$ cat src/qps_pkg.sv
// shared constants for the questionable power status block
package qps_pkg;

  localparam int REG_W = 16;
  localparam int SEL_W = 4;
  localparam int STB_W = 8;

  // register select codes on the command port
  localparam logic [3:0] SEL_QUES_COND = 4'h0;
  localparam logic [3:0] SEL_QUES_EVENT = 4'h1;
  localparam logic [3:0] SEL_QUES_ENABLE = 4'h2;
  localparam logic [3:0] SEL_QUES_PTR = 4'h3;
  localparam logic [3:0] SEL_QUES_NTR = 4'h4;
  localparam logic [3:0] SEL_POW_COND = 4'h5;
  localparam logic [3:0] SEL_POW_PTR = 4'h6;
  localparam logic [3:0] SEL_POW_NTR = 4'h7;
  localparam logic [3:0] SEL_POW_EVENT = 4'h8;
  localparam logic [3:0] SEL_POW_ENABLE = 4'h9;

  // power condition bit positions
  localparam int POW_TRIP_BIT = 0;
  localparam int POW_UNLEVEL_BIT = 1;
  localparam int POW_OVERDRIVE_BIT = 2;
  localparam int POW_COLD_BIT = 4;

  // questionable condition bit positions
  localparam int QUES_POWER_BIT = 3;
  localparam int QUES_SELFTEST_BIT = 9;

  // status byte position of the questionable summary
  localparam int STB_QUES_BIT = 3;

  // input pin indices in the synchroniser vector
  localparam int PIN_TRIP = 0;
  localparam int PIN_UNLEVEL = 1;
  localparam int PIN_OVERDRIVE = 2;
  localparam int PIN_COLD = 3;
  localparam int PIN_SELFTEST = 4;
  localparam int PIN_COUNT = 5;

  // reset values
  localparam logic [15:0] PTR_RESET = 16'hFFFF;
  localparam logic [15:0] NTR_RESET = 16'h0000;
  localparam logic [15:0] ENABLE_RESET = 16'h0000;
  localparam logic [15:0] EVENT_RESET = 16'h0000;

endpackage

$ cat src/qps_status_top.sv
// questionable status group with its power sub-group
`timescale 1ns/100ps
`default_nettype none

// Operation
// - power condition follows hardware live; writes to it are ignored
// - each bit has own rising and falling edge mask
// - power event bits latch selected edges and hold until cleared
// - questionable event bits latch selected edges and hold likewise
// - reading an event register returns it and clears it at once
// - questionable enable gates events into status byte bit 3
// - power enable gates events into questionable condition bit 3
// - enable masks are written as values and read back exactly
// - power bit 0 set while reverse power guard tripped, RF off
// - trip holds until protection clear command, then bit 0 drops if the trip input is low
// - RF output driven off whenever guard is tripped
// - power bit 1 set while leveling loop cannot reach power
// - power bit 2 set while modulator input level is too high
// - power bit 4 set while leveling detector is still cold
// - power bits 3 and 5 through 15 always read zero
// - questionable bit 3 carries the power summary
// - questionable bit 9 flags self-test failure, cleared only by reset
module qps_status_top (
  input wire logic CLK_SYS,
  input wire logic RST,
  input wire logic TRIP_DETECT,
  input wire logic UNLEVELED,
  input wire logic MOD_OVERDRIVE,
  input wire logic DETECTOR_COLD,
  input wire logic SELFTEST_FAIL,
  input wire logic CMD_VALID,
  input wire logic CMD_WRITE,
  input wire logic [3:0] CMD_SEL,
  input wire logic [15:0] CMD_WDATA,
  input wire logic PROT_CLEAR_CMD,
  input wire logic CLEAR_STATUS_CMD,
  output logic RSP_VALID,
  output logic [15:0] RSP_DATA,
  output logic RF_OUTPUT_OFF,
  output logic POWER_SUMMARY,
  output logic [7:0] STATUS_BYTE
);

  logic [qps_pkg::PIN_COUNT-1:0] sync_a_reg;
  logic [qps_pkg::PIN_COUNT-1:0] sync_b_reg;
  logic trip_reg;
  logic selftest_reg;
  logic [15:0] pow_cond;
  logic [15:0] ques_cond;
  logic [15:0] pow_ptr_reg;
  logic [15:0] pow_ntr_reg;
  logic [15:0] pow_en_reg;
  logic [15:0] pow_en_next;
  logic [15:0] ques_ptr_reg;
  logic [15:0] ques_ntr_reg;
  logic [15:0] ques_en_reg;
  logic [15:0] ques_en_next;
  logic [15:0] pow_event;
  logic [15:0] pow_event_next;
  logic [15:0] ques_event;
  logic [15:0] ques_event_next;
  logic pow_set_any;
  logic pow_clear;
  logic ques_clear;
  logic rd_cmd;
  logic [15:0] rd_mux;
  function automatic logic wr_hit(input logic [3:0] sel_code,
    input logic valid, input logic write, input logic [3:0] sel);
    wr_hit = valid && write && (sel == sel_code);
  endfunction

  ////////////////////////////////////////////////////////////////////////////
  // pin synchronisers
  always_ff @(posedge CLK_SYS)
  begin
    if (RST)
    begin
      sync_a_reg <= '0;
      sync_b_reg <= '0;
    end
    else
    begin
      sync_a_reg <= {SELFTEST_FAIL, DETECTOR_COLD, MOD_OVERDRIVE,
                     UNLEVELED, TRIP_DETECT};
      sync_b_reg <= sync_a_reg;
    end
  end

  ////////////////////////////////////////////////////////////////////////////
  // reverse power guard and self-test flag
  // trip holds until cleared, output off
  always_ff @(posedge CLK_SYS)
  begin
    if (RST)
    begin
      trip_reg <= 1'b0;
      RF_OUTPUT_OFF <= 1'b0;
    end
    else
    begin
      trip_reg <= sync_b_reg[qps_pkg::PIN_TRIP] |
                  (trip_reg & ~PROT_CLEAR_CMD);
      RF_OUTPUT_OFF <= sync_b_reg[qps_pkg::PIN_TRIP] |
                       (trip_reg & ~PROT_CLEAR_CMD);
    end
  end
  // status clear never touches this flag
  always_ff @(posedge CLK_SYS)
  begin
    if (RST)
      selftest_reg <= 1'b0;
    else
      selftest_reg <= selftest_reg | sync_b_reg[qps_pkg::PIN_SELFTEST];
  end

  ////////////////////////////////////////////////////////////////////////////
  // condition vectors
  // live power condition
  always_comb
  begin
    pow_cond = '0;
    pow_cond[qps_pkg::POW_TRIP_BIT] = trip_reg;
    pow_cond[qps_pkg::POW_UNLEVEL_BIT] = sync_b_reg[qps_pkg::PIN_UNLEVEL];
    pow_cond[qps_pkg::POW_OVERDRIVE_BIT] =
      sync_b_reg[qps_pkg::PIN_OVERDRIVE];
    pow_cond[qps_pkg::POW_COLD_BIT] = sync_b_reg[qps_pkg::PIN_COLD];
  end
  // power summary into questionable bit 3
  always_comb
  begin
    ques_cond = '0;
    ques_cond[qps_pkg::QUES_POWER_BIT] = POWER_SUMMARY;
    ques_cond[qps_pkg::QUES_SELFTEST_BIT] = selftest_reg;
  end

  ////////////////////////////////////////////////////////////////////////////
  // writable masks
  // edge masks of both groups
  always_ff @(posedge CLK_SYS)
  begin
    if (RST)
    begin
      pow_ptr_reg <= qps_pkg::PTR_RESET;
      pow_ntr_reg <= qps_pkg::NTR_RESET;
      ques_ptr_reg <= qps_pkg::PTR_RESET;
      ques_ntr_reg <= qps_pkg::NTR_RESET;
    end
    else
    begin
      if (wr_hit(qps_pkg::SEL_POW_PTR, CMD_VALID, CMD_WRITE, CMD_SEL))
        pow_ptr_reg <= CMD_WDATA;
      if (wr_hit(qps_pkg::SEL_POW_NTR, CMD_VALID, CMD_WRITE, CMD_SEL))
        pow_ntr_reg <= CMD_WDATA;
      if (wr_hit(qps_pkg::SEL_QUES_PTR, CMD_VALID, CMD_WRITE, CMD_SEL))
        ques_ptr_reg <= CMD_WDATA;
      if (wr_hit(qps_pkg::SEL_QUES_NTR, CMD_VALID, CMD_WRITE, CMD_SEL))
        ques_ntr_reg <= CMD_WDATA;
    end
  end
  // enable masks store the written value
  always_comb
  begin
    pow_en_next = pow_en_reg;
    ques_en_next = ques_en_reg;
    if (wr_hit(qps_pkg::SEL_POW_ENABLE, CMD_VALID, CMD_WRITE, CMD_SEL))
      pow_en_next = CMD_WDATA;
    if (wr_hit(qps_pkg::SEL_QUES_ENABLE, CMD_VALID, CMD_WRITE, CMD_SEL))
      ques_en_next = CMD_WDATA;
  end
  always_ff @(posedge CLK_SYS)
  begin
    if (RST)
    begin
      pow_en_reg <= qps_pkg::ENABLE_RESET;
      ques_en_reg <= qps_pkg::ENABLE_RESET;
    end
    else
    begin
      pow_en_reg <= pow_en_next;
      ques_en_reg <= ques_en_next;
    end
  end

  ////////////////////////////////////////////////////////////////////////////
  // event latches
  // clear on read or on status clear
  always_comb
  begin
    rd_cmd = CMD_VALID && !CMD_WRITE;
    pow_clear = CLEAR_STATUS_CMD ||
                (rd_cmd && CMD_SEL == qps_pkg::SEL_POW_EVENT);
    ques_clear = CLEAR_STATUS_CMD ||
                 (rd_cmd && CMD_SEL == qps_pkg::SEL_QUES_EVENT);
  end

  qps_edge_latch #(.W(qps_pkg::REG_W)) u_pow_latch (
    .clk(CLK_SYS),
    .rst(RST),
    .cond(pow_cond),
    .ptr(pow_ptr_reg),
    .ntr(pow_ntr_reg),
    .clear(pow_clear),
    .event_q(pow_event),
    .event_next(pow_event_next),
    .set_any(pow_set_any)
  );
  qps_edge_latch #(.W(qps_pkg::REG_W)) u_ques_latch (
    .clk(CLK_SYS),
    .rst(RST),
    .cond(ques_cond),
    .ptr(ques_ptr_reg),
    .ntr(ques_ntr_reg),
    .clear(ques_clear),
    .event_q(ques_event),
    .event_next(ques_event_next),
    .set_any()
  );

  ////////////////////////////////////////////////////////////////////////////
  // summaries, built from next values so they move with their operands
  // power summary
  always_ff @(posedge CLK_SYS)
  begin
    if (RST)
      POWER_SUMMARY <= 1'b0;
    else
      POWER_SUMMARY <= |(pow_event_next & pow_en_next);
  end
  always_ff @(posedge CLK_SYS)
  begin
    if (RST)
      STATUS_BYTE <= '0;
    else
    begin
      STATUS_BYTE <= '0;
      STATUS_BYTE[qps_pkg::STB_QUES_BIT] <= |(ques_event_next & ques_en_next);
    end
  end

  ////////////////////////////////////////////////////////////////////////////
  // read response
  // condition registers have no write path
  always_comb
  begin
    unique case (CMD_SEL)
      qps_pkg::SEL_QUES_COND: rd_mux = ques_cond;
      qps_pkg::SEL_QUES_EVENT: rd_mux = ques_event;
      qps_pkg::SEL_QUES_ENABLE: rd_mux = ques_en_reg;
      qps_pkg::SEL_QUES_PTR: rd_mux = ques_ptr_reg;
      qps_pkg::SEL_QUES_NTR: rd_mux = ques_ntr_reg;
      qps_pkg::SEL_POW_COND: rd_mux = pow_cond;
      qps_pkg::SEL_POW_PTR: rd_mux = pow_ptr_reg;
      qps_pkg::SEL_POW_NTR: rd_mux = pow_ntr_reg;
      qps_pkg::SEL_POW_EVENT: rd_mux = pow_event;
      qps_pkg::SEL_POW_ENABLE: rd_mux = pow_en_reg;
      default: rd_mux = '0;
    endcase
  end
  always_ff @(posedge CLK_SYS)
  begin
    if (RST)
    begin
      RSP_VALID <= 1'b0;
      RSP_DATA <= '0;
    end
    else
    begin
      RSP_VALID <= rd_cmd;
      RSP_DATA <= rd_cmd ? rd_mux : 16'h0000;
    end
  end
endmodule

`default_nettype wire

$ cat src/qps_edge_latch.sv
// transition filter and clear-on-read event latch for one status group
`timescale 1ns/100ps
`default_nettype none

module qps_edge_latch #(
  parameter int W = 16
) (
  input wire logic clk,
  input wire logic rst,
  input wire logic [W-1:0] cond,
  input wire logic [W-1:0] ptr,
  input wire logic [W-1:0] ntr,
  input wire logic clear,
  output logic [W-1:0] event_q,
  output logic [W-1:0] event_next,
  output logic set_any
);

  logic [W-1:0] prev_reg;
  logic [W-1:0] rise;
  logic [W-1:0] fall;
  logic [W-1:0] set_bits;

  ////////////////////////////////////////////////////////////////////////////
  // edge qualification

  always_ff @(posedge clk)
  begin
    if (rst)
      prev_reg <= '0;
    else
      prev_reg <= cond;
  end

  always_comb
  begin
    rise = cond & ~prev_reg & ptr;
    fall = ~cond & prev_reg & ntr;
    set_bits = rise | fall;
    set_any = |set_bits;
  end

  ////////////////////////////////////////////////////////////////////////////
  // event latch; a new event beats a clear in the same cycle

  always_comb
  begin
    event_next = (clear ? '0 : event_q) | set_bits;
  end

  always_ff @(posedge clk)
  begin
    if (rst)
      event_q <= '0;
    else
      event_q <= event_next;
  end
endmodule

`default_nettype wire

$ cat config.mk
export PLATFORM = sky130hd
export DESIGN_NAME = qps_status_top
export DESIGN_NICKNAME = d
export VERILOG_FILES = /design/src/qps_pkg.sv /design/src/qps_status_top.sv /design/src/qps_edge_latch.sv
export SDC_FILE = /design/constraint.sdc
export NUM_CORES = 1
export LEC_CHECK = 0
export BUFFER_PORTS_ARGS = -buffer_cell sky130_fd_sc_hd__buf_2
export CAP_MARGIN = 25
export CELL_PAD_IN_SITES_DETAIL_PLACEMENT = 1
export CELL_PAD_IN_SITES_GLOBAL_PLACEMENT = 1
export CORE_MARGIN = 3
export CORE_UTILIZATION = 41
export DETAILED_ROUTE_END_ITERATION = 6
export GPL_TIMING_DRIVEN = 1
export PLACE_DENSITY_LB_ADDON = 0.1
export SLEW_MARGIN = 10
export SYNTH_ARGS = -nofsm -noshare
export SYNTH_HDL_FRONTEND = slang
export SYNTH_SLANG_ARGS = --single-unit
$ cat constraint.sdc
create_clock -name CLK_SYS -period 2.3 [get_ports CLK_SYS]
set_input_delay 0.46 -clock CLK_SYS [delete_from_list [all_inputs] [get_ports CLK_SYS]]
set_output_delay 0.46 -clock CLK_SYS [all_outputs]
set_load 0.02 [all_outputs]
==> run_results.csv, run 1 <==
group,metric,value,unit
place,port_buffers,50,
final_layout,post_route_cells_drive_above_1_share,19.1,%
logic_synthesis,synth_cell_types,34,
power,powerDensity,786,nW/um^2
power,peakVddDrop,0.000596,V
drt,drt_iter0_drc,476,
logic_synthesis,synth.largest_area_cell,"dfxtp_1",
clock_tree,clkLatencyLatePin,0.43,ns
final_layout,antennaDiodeCount,0,
power,clkPwrFrac,47.7,%
place,place.gp.congestion,0.860,
power,comb_power_share,5.5,%
logic_synthesis,yosysWarnings,0,
logic_synthesis,yosysSeqAreaShare,50.8,%
place,pre_cts_slack,-0.153,ns
sta,worst_slew_pin_slew,0.666,ns
min_path,min_path_type,"primary input to register",
final_layout,syn2layout_area_growth,22.0,%
drt,wire_per_inst,21.9,um
drt,ant_nets,0,
power,p_seq_share,46.8,%
sta,fmax,485,MHz
drt,vias,5821,
logic_synthesis,synth_edf_count,0,
logic_synthesis,ys_top_cells_by_area,"dfxtp_1 51%, nand2_1 9.4%, mux2i_1 4.9%",
global_route,grt_overflow_total,0,
sta,finalMaxSlewViolations,0,
drt,dr.pass1.iters,5,
logic_synthesis,synth_area,6500,sq um
outcome,status,"finished, final reports clean",
power,internal_power,4760,uW
final_layout,final_common_cell,"dfxtp_1",
sta,finClkSkew,0.0100,ns
sta,slew-limit-headroom,55.5,%
drt,wirelength,22.5,mm
logic_synthesis,synth_ff_type,"dfxtp_1",
global_route,antenna_found_initial,1,
global_route,grtUsageTotal,26.1,%
sta,min_period,2.06,ns
power,swShare,23.6,%
floorplan,fp.dieH,132,um
clock_tree,post_cts_resized,0,
global_route,grt_max_degree,44,
worst_setup_path,cp-start-kind,"primary input",
sta,grt_setup_unrepaired,"false",
clock_tree,cts_tree,"built",
sta,finalCritPeriodShare,89.6,%
clock_tree,holdBufCountCts,0,
drt,via_per_inst,5.67,
floorplan,dieArea,17400,sq um
clock_tree,cts.clk_slew.worst_paths,0.07,ns
sta,setup_violations,0,
worst_setup_path,critPathMaxFanout,16,
logic_synthesis,synth-seq-cells,165,
sta,setup_slack,0.239,ns
worst_setup_path,critPathRequiredTime,2.60,ns
global_route,grt_pass1_vias,6009,
floorplan,row_count,45,
worst_setup_path,crit_type,"primary input to register",
power,p_sw,1470,uW
logic_synthesis,netlist.area_leader.share,50.8,%
logic_synthesis,async_reset_ff_share,0,%
sta,setup_tns,0,ns
final_layout,num-nets-final,833,
place,place_hpwl,16.1,mm
clock_tree,cts_buffers,17,
global_route,grt_first_pass_wirelength,35.0,mm
floorplan,fp.dieW,132,um
clock_tree,postCtsSetupRepairBufs,0,
flow_run,drv_cap,0,
floorplan,coreArea,15400,sq um
clock_tree,htreeDepth,4,
logic_synthesis,avgSynthCellArea,9.07,sq um
power,total_leakage_power,0.00303,uW
worst_setup_path,end_kind,"register",
logic_synthesis,synth_cells,716,
worst_setup_path,cp.arrival,2.36,ns
final_layout,final_cell_mix,"165 x dfxtp_1, 162 x nand2_1, 61 x buf_4",
clock_tree,clk_path_buf_depth,2,
floorplan,start_util,42.3,%
floorplan,boundaryPins,58,
sta,finalHoldViolCount,0,
clock_tree,root_buffer,"clkbuf_16",
clock_tree,cts_sinks,165,
drt,drc,0,
-- critical path, stage by stage --
cell      delay (ns)
buf_2           0.13
and4bb_4        0.35
and3_1          0.21
buf_12          0.19
mux2i_1         0.29
o22ai_1         0.13
nor4_1          0.46
a21oi_1         0.13
-- power by group through the flow --
stage                     Clock, uW  Combinational [uW]  Sequential [uW]
final                          2970                 345             2910
after global routing           3160                 370             2910
after CTS                      3020                 343             2910
after detailed placement          0                 341             2980
after global placement            0                 332             2970
after floorplan                   0                 181             2970
-- per-stage QoR --
| stage | hold WS, ns | total power (uW) | std cells | cell area, sq um | utilization (%) |
|---|---|---|---|---|---|
| after global routing | 0.247 | 6440 | 1026 | 7930 | 51.6 |
| after detailed placement | 0.428 | 3320 | 994 | 7310 | 47.6 |
| final | 0.239 | 6230 | 1026 | 7930 | 51.6 |
| after CTS | 0.231 | 6280 | 1026 | 7930 | 51.6 |
| after floorplan | 0.411 | 3150 | 722 | 6520 | - |
| after global placement | 0.419 | 3310 | 994 | 7310 | 47.6 |
-- path summary, 6_finish.rpt --
kind	start	endpoint	slack, ns	depth (start not counted)
hold / removal	TRIP_DETECT	sync_a_reg[0]	0.24	2
setup / recovery	CMD_SEL[2]	POWER_SUMMARY	0.24	8
setup reg to reg	trip_reg	POWER_SUMMARY	0.60	6
hold reg to reg	sync_a_reg[3]	sync_b_reg[3]	0.44	1
-- layer usage --
layer	vias up	share of wire (%)	track usage, %
met4	2	2.5	9.98
met2	215	45	40.2
met3	34	7.1	6.41
li1	2662	-	-
met5	-	0.058	0
met1	2908	45	35.5
-- kinds of logic after synthesis --
logic type	count (synthesis)	share of synthesized area, %
and+or+nand+nor	314	24.2
DFF	165	50.8
AOI/OAI and AO/OA	148	15.4
buffers and inverters	56	4.62
muxes	32	4.93
other	1	0.0577
-- Yosys cell counts, types with 9 or more instances --
| master | number |
|---|---|
| a22o_1 | 14 |
| clkbuf_1 | 32 |
| nand3b_1 | 38 |
| mux2i_1 | 32 |
| a221oi_1 | 14 |
| buf_4 | 9 |
| a31oi_1 | 14 |
| a21oi_1 | 46 |
| nor2b_1 | 20 |
| and2_1 | 26 |
| a22oi_1 | 28 |
| nand2_1 | 162 |
| o22ai_1 | 16 |
| dfxtp_1 | 165 |
| nor2_1 | 43 |
-- area by class of cell --
class / count / area, sq um
Sequential cell: 165 / 3300
Timing Repair Buffer: 116 / 823
Fill cell: 1754 / 7440
Inverter: 1 / 3.75
Clock buffer: 18 / 439
Multi-Input combinational cell: 501 / 2920
Clock inverter: 14 / 179
Tap cell: 211 / 264
Note: power is estimated with default switching activity, not from simulation.
==> run 2, diff against run 1 <==
- ABC_AREA: unset -> 1
- CORE_UTILIZATION: 41 -> 39
==> run_results.csv, run 2 <==
group,metric,value,unit
worst_setup_path,critPathRequiredTime,2.60,ns
final_layout,num-nets-final,1044,
logic_synthesis,yosysMostFrequentCell,"nand2_1",
drt,wl_met3,917,um
final_layout,syn2layout_area_growth,18.6,%
worst_setup_path,critPathTopFamily,"simple AND/OR/NAND/NOR gates",
worst_setup_path,slowest_delay,0.27,ns
global_route,grt_first_pass_wirelength,37.0,mm
clock_tree,clk_path_buf_depth,2,
sta,fmax,553,MHz
drt,ant_nets,0,
sta,setup_slack,0.491,ns
power,p_sw,1490,uW
logic_synthesis,synth_edf_count,0,
worst_setup_path,worstSetupPathDepth,13,
final_layout,post_route_cells_drive_above_1_share,13.0,%
floorplan,coreArea,17300,sq um
worst_setup_path,r2r-start,"sync_b_reg[2]",
clock_tree,cts_buffers,17,
worst_setup_path,cp-start-kind,"primary input",
clock_tree,cts_sinks,165,
logic_synthesis,synth_common_cells,"223 x nand2_1, 165 x dfxtp_1, 112 x inv_1",
drt,wl_met2,10.6,mm
final_layout,seq_area,3300,sq um
power,p_seq_share,46.0,%
power,powerDensity,774,nW/um^2
sta,finalHoldViolCount,0,
final_layout,multi_input_area,2900,sq um
logic_synthesis,async_reset_ff_share,0,%
global_route,grt_overflow_total,0,
worst_setup_path,crit_top_cell,"nand2_1",
logic_synthesis,synth_area,6900,sq um
power,total_leakage_power,0.00353,uW
final_layout,post-route-util,47.3,%
drt,vias,6521,
clock_tree,root_buffer,"clkbuf_16",
final_layout,final_common_cell,"nand2_1",
clock_tree,post_cts_resized,0,
global_route,grt_pass1_vias,6502,
logic_synthesis,synth_cells,957,
power,comb_power_share,6.2,%
worst_setup_path,crit_end,"POWER_SUMMARY",
floorplan,dieArea,19300,sq um
sta,min_period,1.81,ns
floorplan,row_count,48,
drt,drt_iter0_drc,391,
place,pre_cts_slack,0.123,ns
power,peakVddDrop,0.000633,V
outcome,status,"finished, final reports clean",
drt,wirelength,23.4,mm
logic_synthesis,yosysSeqAreaShare,47.9,%
clock_tree,cts.clk_slew.worst_paths,0.07,ns
drt,via_per_inst,5.23,
sta,finalCritPeriodShare,78.6,%
worst_setup_path,rrSetupSlack,0.78,ns
drt,wire_per_inst,18.8,um
clock_tree,clkLatencyLatePin,0.42,ns
logic_synthesis,yosysWarnings,0,
worst_setup_path,slowest_stage,"inv_1",
drt,dr.pass1.iters,4,
worst_setup_path,end_kind,"register",
worst_setup_path,crit_type,"primary input to register",
clock_tree,postCtsSetupRepairBufs,0,
place,place_hpwl,16.8,mm
logic_synthesis,synth.largest_area_cell,"dfxtp_1",
sta,finClkSkew,0.00719,ns
clock_tree,htreeDepth,4,
worst_setup_path,reg2reg_to,"POWER_SUMMARY",
logic_synthesis,netlist.area_leader.share,47.9,%
worst_setup_path,path_cells,"buf_2 -> nand2_1 -> inv_1 -> nand3_1 -> buf_4 -> nand2_1 -> o21ai_0 -> nand2_1 -> nand2_1 -> nor2_1 -> nand2_1 -> nor2_1 -> nor2_1",
drt,routed.top_layer,"met4",
final_layout,final_cell_mix,"223 x nand2_1, 165 x dfxtp_1, 112 x inv_1",
place,port_buffers,50,
worst_setup_path,r2r_cells,10,
logic_synthesis,synth_cell_types,31,
logic_synthesis,synth-seq-cells,165,
worst_setup_path,cp.arrival,2.11,ns
final_layout,fin_cells,1248,
worst_setup_path,critPathMaxFanout,6,
flow_run,drv_cap,0,
logic_synthesis,synth_ff_type,"dfxtp_1",
final_layout,nFillCells,2202,
clock_tree,cts_tree,"built",
worst_setup_path,critPathLaunch,"CMD_VALID",
global_route,antenna_found_initial,0,
sta,grt_setup_unrepaired,"false",
global_route,grtUsageTotal,24.5,%
logic_synthesis,avgSynthCellArea,7.21,sq um
logic_synthesis,ys_top_cells_by_area,"dfxtp_1 48%, nand2_1 12%, a21oi_1 6.3%",
floorplan,fp.dieH,139,um
worst_setup_path,crit_buf_inv,3,
sta,slew-limit-headroom,63.2,%
place,dp_cells,1219,
floorplan,fp.dieW,139,um
drt,wl_met1,11.5,mm
floorplan,start_util,39.9,%
power,clkPwrFrac,47.8,%
global_route,grt_max_degree,105,
drt,drc,0,
min_path,min_path_type,"primary input to register",
floorplan,boundaryPins,58,
final_layout,antennaDiodeCount,0,
sta,finalMaxSlewViolations,0,
power,swShare,23.5,%
sta,setup_violations,0,
sta,worst_slew_pin_slew,0.552,ns
clock_tree,holdBufCountCts,0,
sta,setup_tns,0,ns
place,place.gp.congestion,0.843,
power,internal_power,4850,uW
run 2: cell types whose count changed in the layout (fill, tap and decap cells not counted), sizes merged, moves of 31 or more:
cell,before,now
nand3,4,39
mux2i,32,0
nand3b,38,0
o21ai,7,62
a21oi,47,87
buf,116,85
inv,2,120
nor2,43,114
nand2,162,226
run 2: how the worst min path moves through the flow:
stage	cells past startpoint	slack, ns	start	end
after floorplan	2	0.39	sync_a_reg[0]	sync_b_reg[0]
after global placement	2	0.39	sync_a_reg[1]	sync_b_reg[1]
after detailed placement	2	0.40	sync_a_reg[4]	sync_b_reg[4]
after CTS	3	0.22	SELFTEST_FAIL	sync_a_reg[4]
after global routing	3	0.24	TRIP_DETECT	sync_a_reg[0]
final	3	0.23	SELFTEST_FAIL	sync_a_reg[4]
run 2: worst min-delay path: stages:
cell	delay [ns]
buf_2	0.08
inv_1	0.03
nor2_1	0.06
run 2: cells by family (layout without fill, tap and decap cells):
family                 count (synthesis)  after routing  synth area share, %
DFF                                  165            165                 47.9
other                                  1              7               0.0543
and+or+nand+nor                      416            416                 25.1
buffers and inverters                174            234                 10.4
AOI/OAI and AO/OA                    201            201                 16.6
run 2: layer usage:
layer | vias up | GRT usage [%]
li1 | 3187 | -
met1 | 3182 | 35.2
met2 | 128 | 38.1
met3 | 24 | 3.72
met4 | 0 | 7.72
met5 | - | 0
run 2: cell type report:
cell class,count,share of cell area (%)
Inverter,120,5.50
Clock inverter,11,2.16
Multi-Input combinational cell,624,35.5
Tap cell,225,3.44
Sequential cell,165,40.4
Timing Repair Buffer,85,7.68
Clock buffer,18,5.37
run 2: power groups by stage:
stage	clock, uW	sequential, uW	combinational (uW)
after floorplan	0	2980	212
after detailed placement	0	2980	388
after CTS	3070	2910	390
final	3030	2910	391
after global placement	0	2980	385
after global routing	3200	2920	428
run 2: stage by stage:
step	hold WS [ns]	area [sq um]	power [uW]
2_1_floorplan	0.388	6920	3190
3_3_place_gp	0.393	7570	3360
3_5_place_dp	0.399	7570	3370
4_1_cts	0.220	8180	6380
5_1_grt	0.239	8180	6550
6_report	0.232	8180	6330
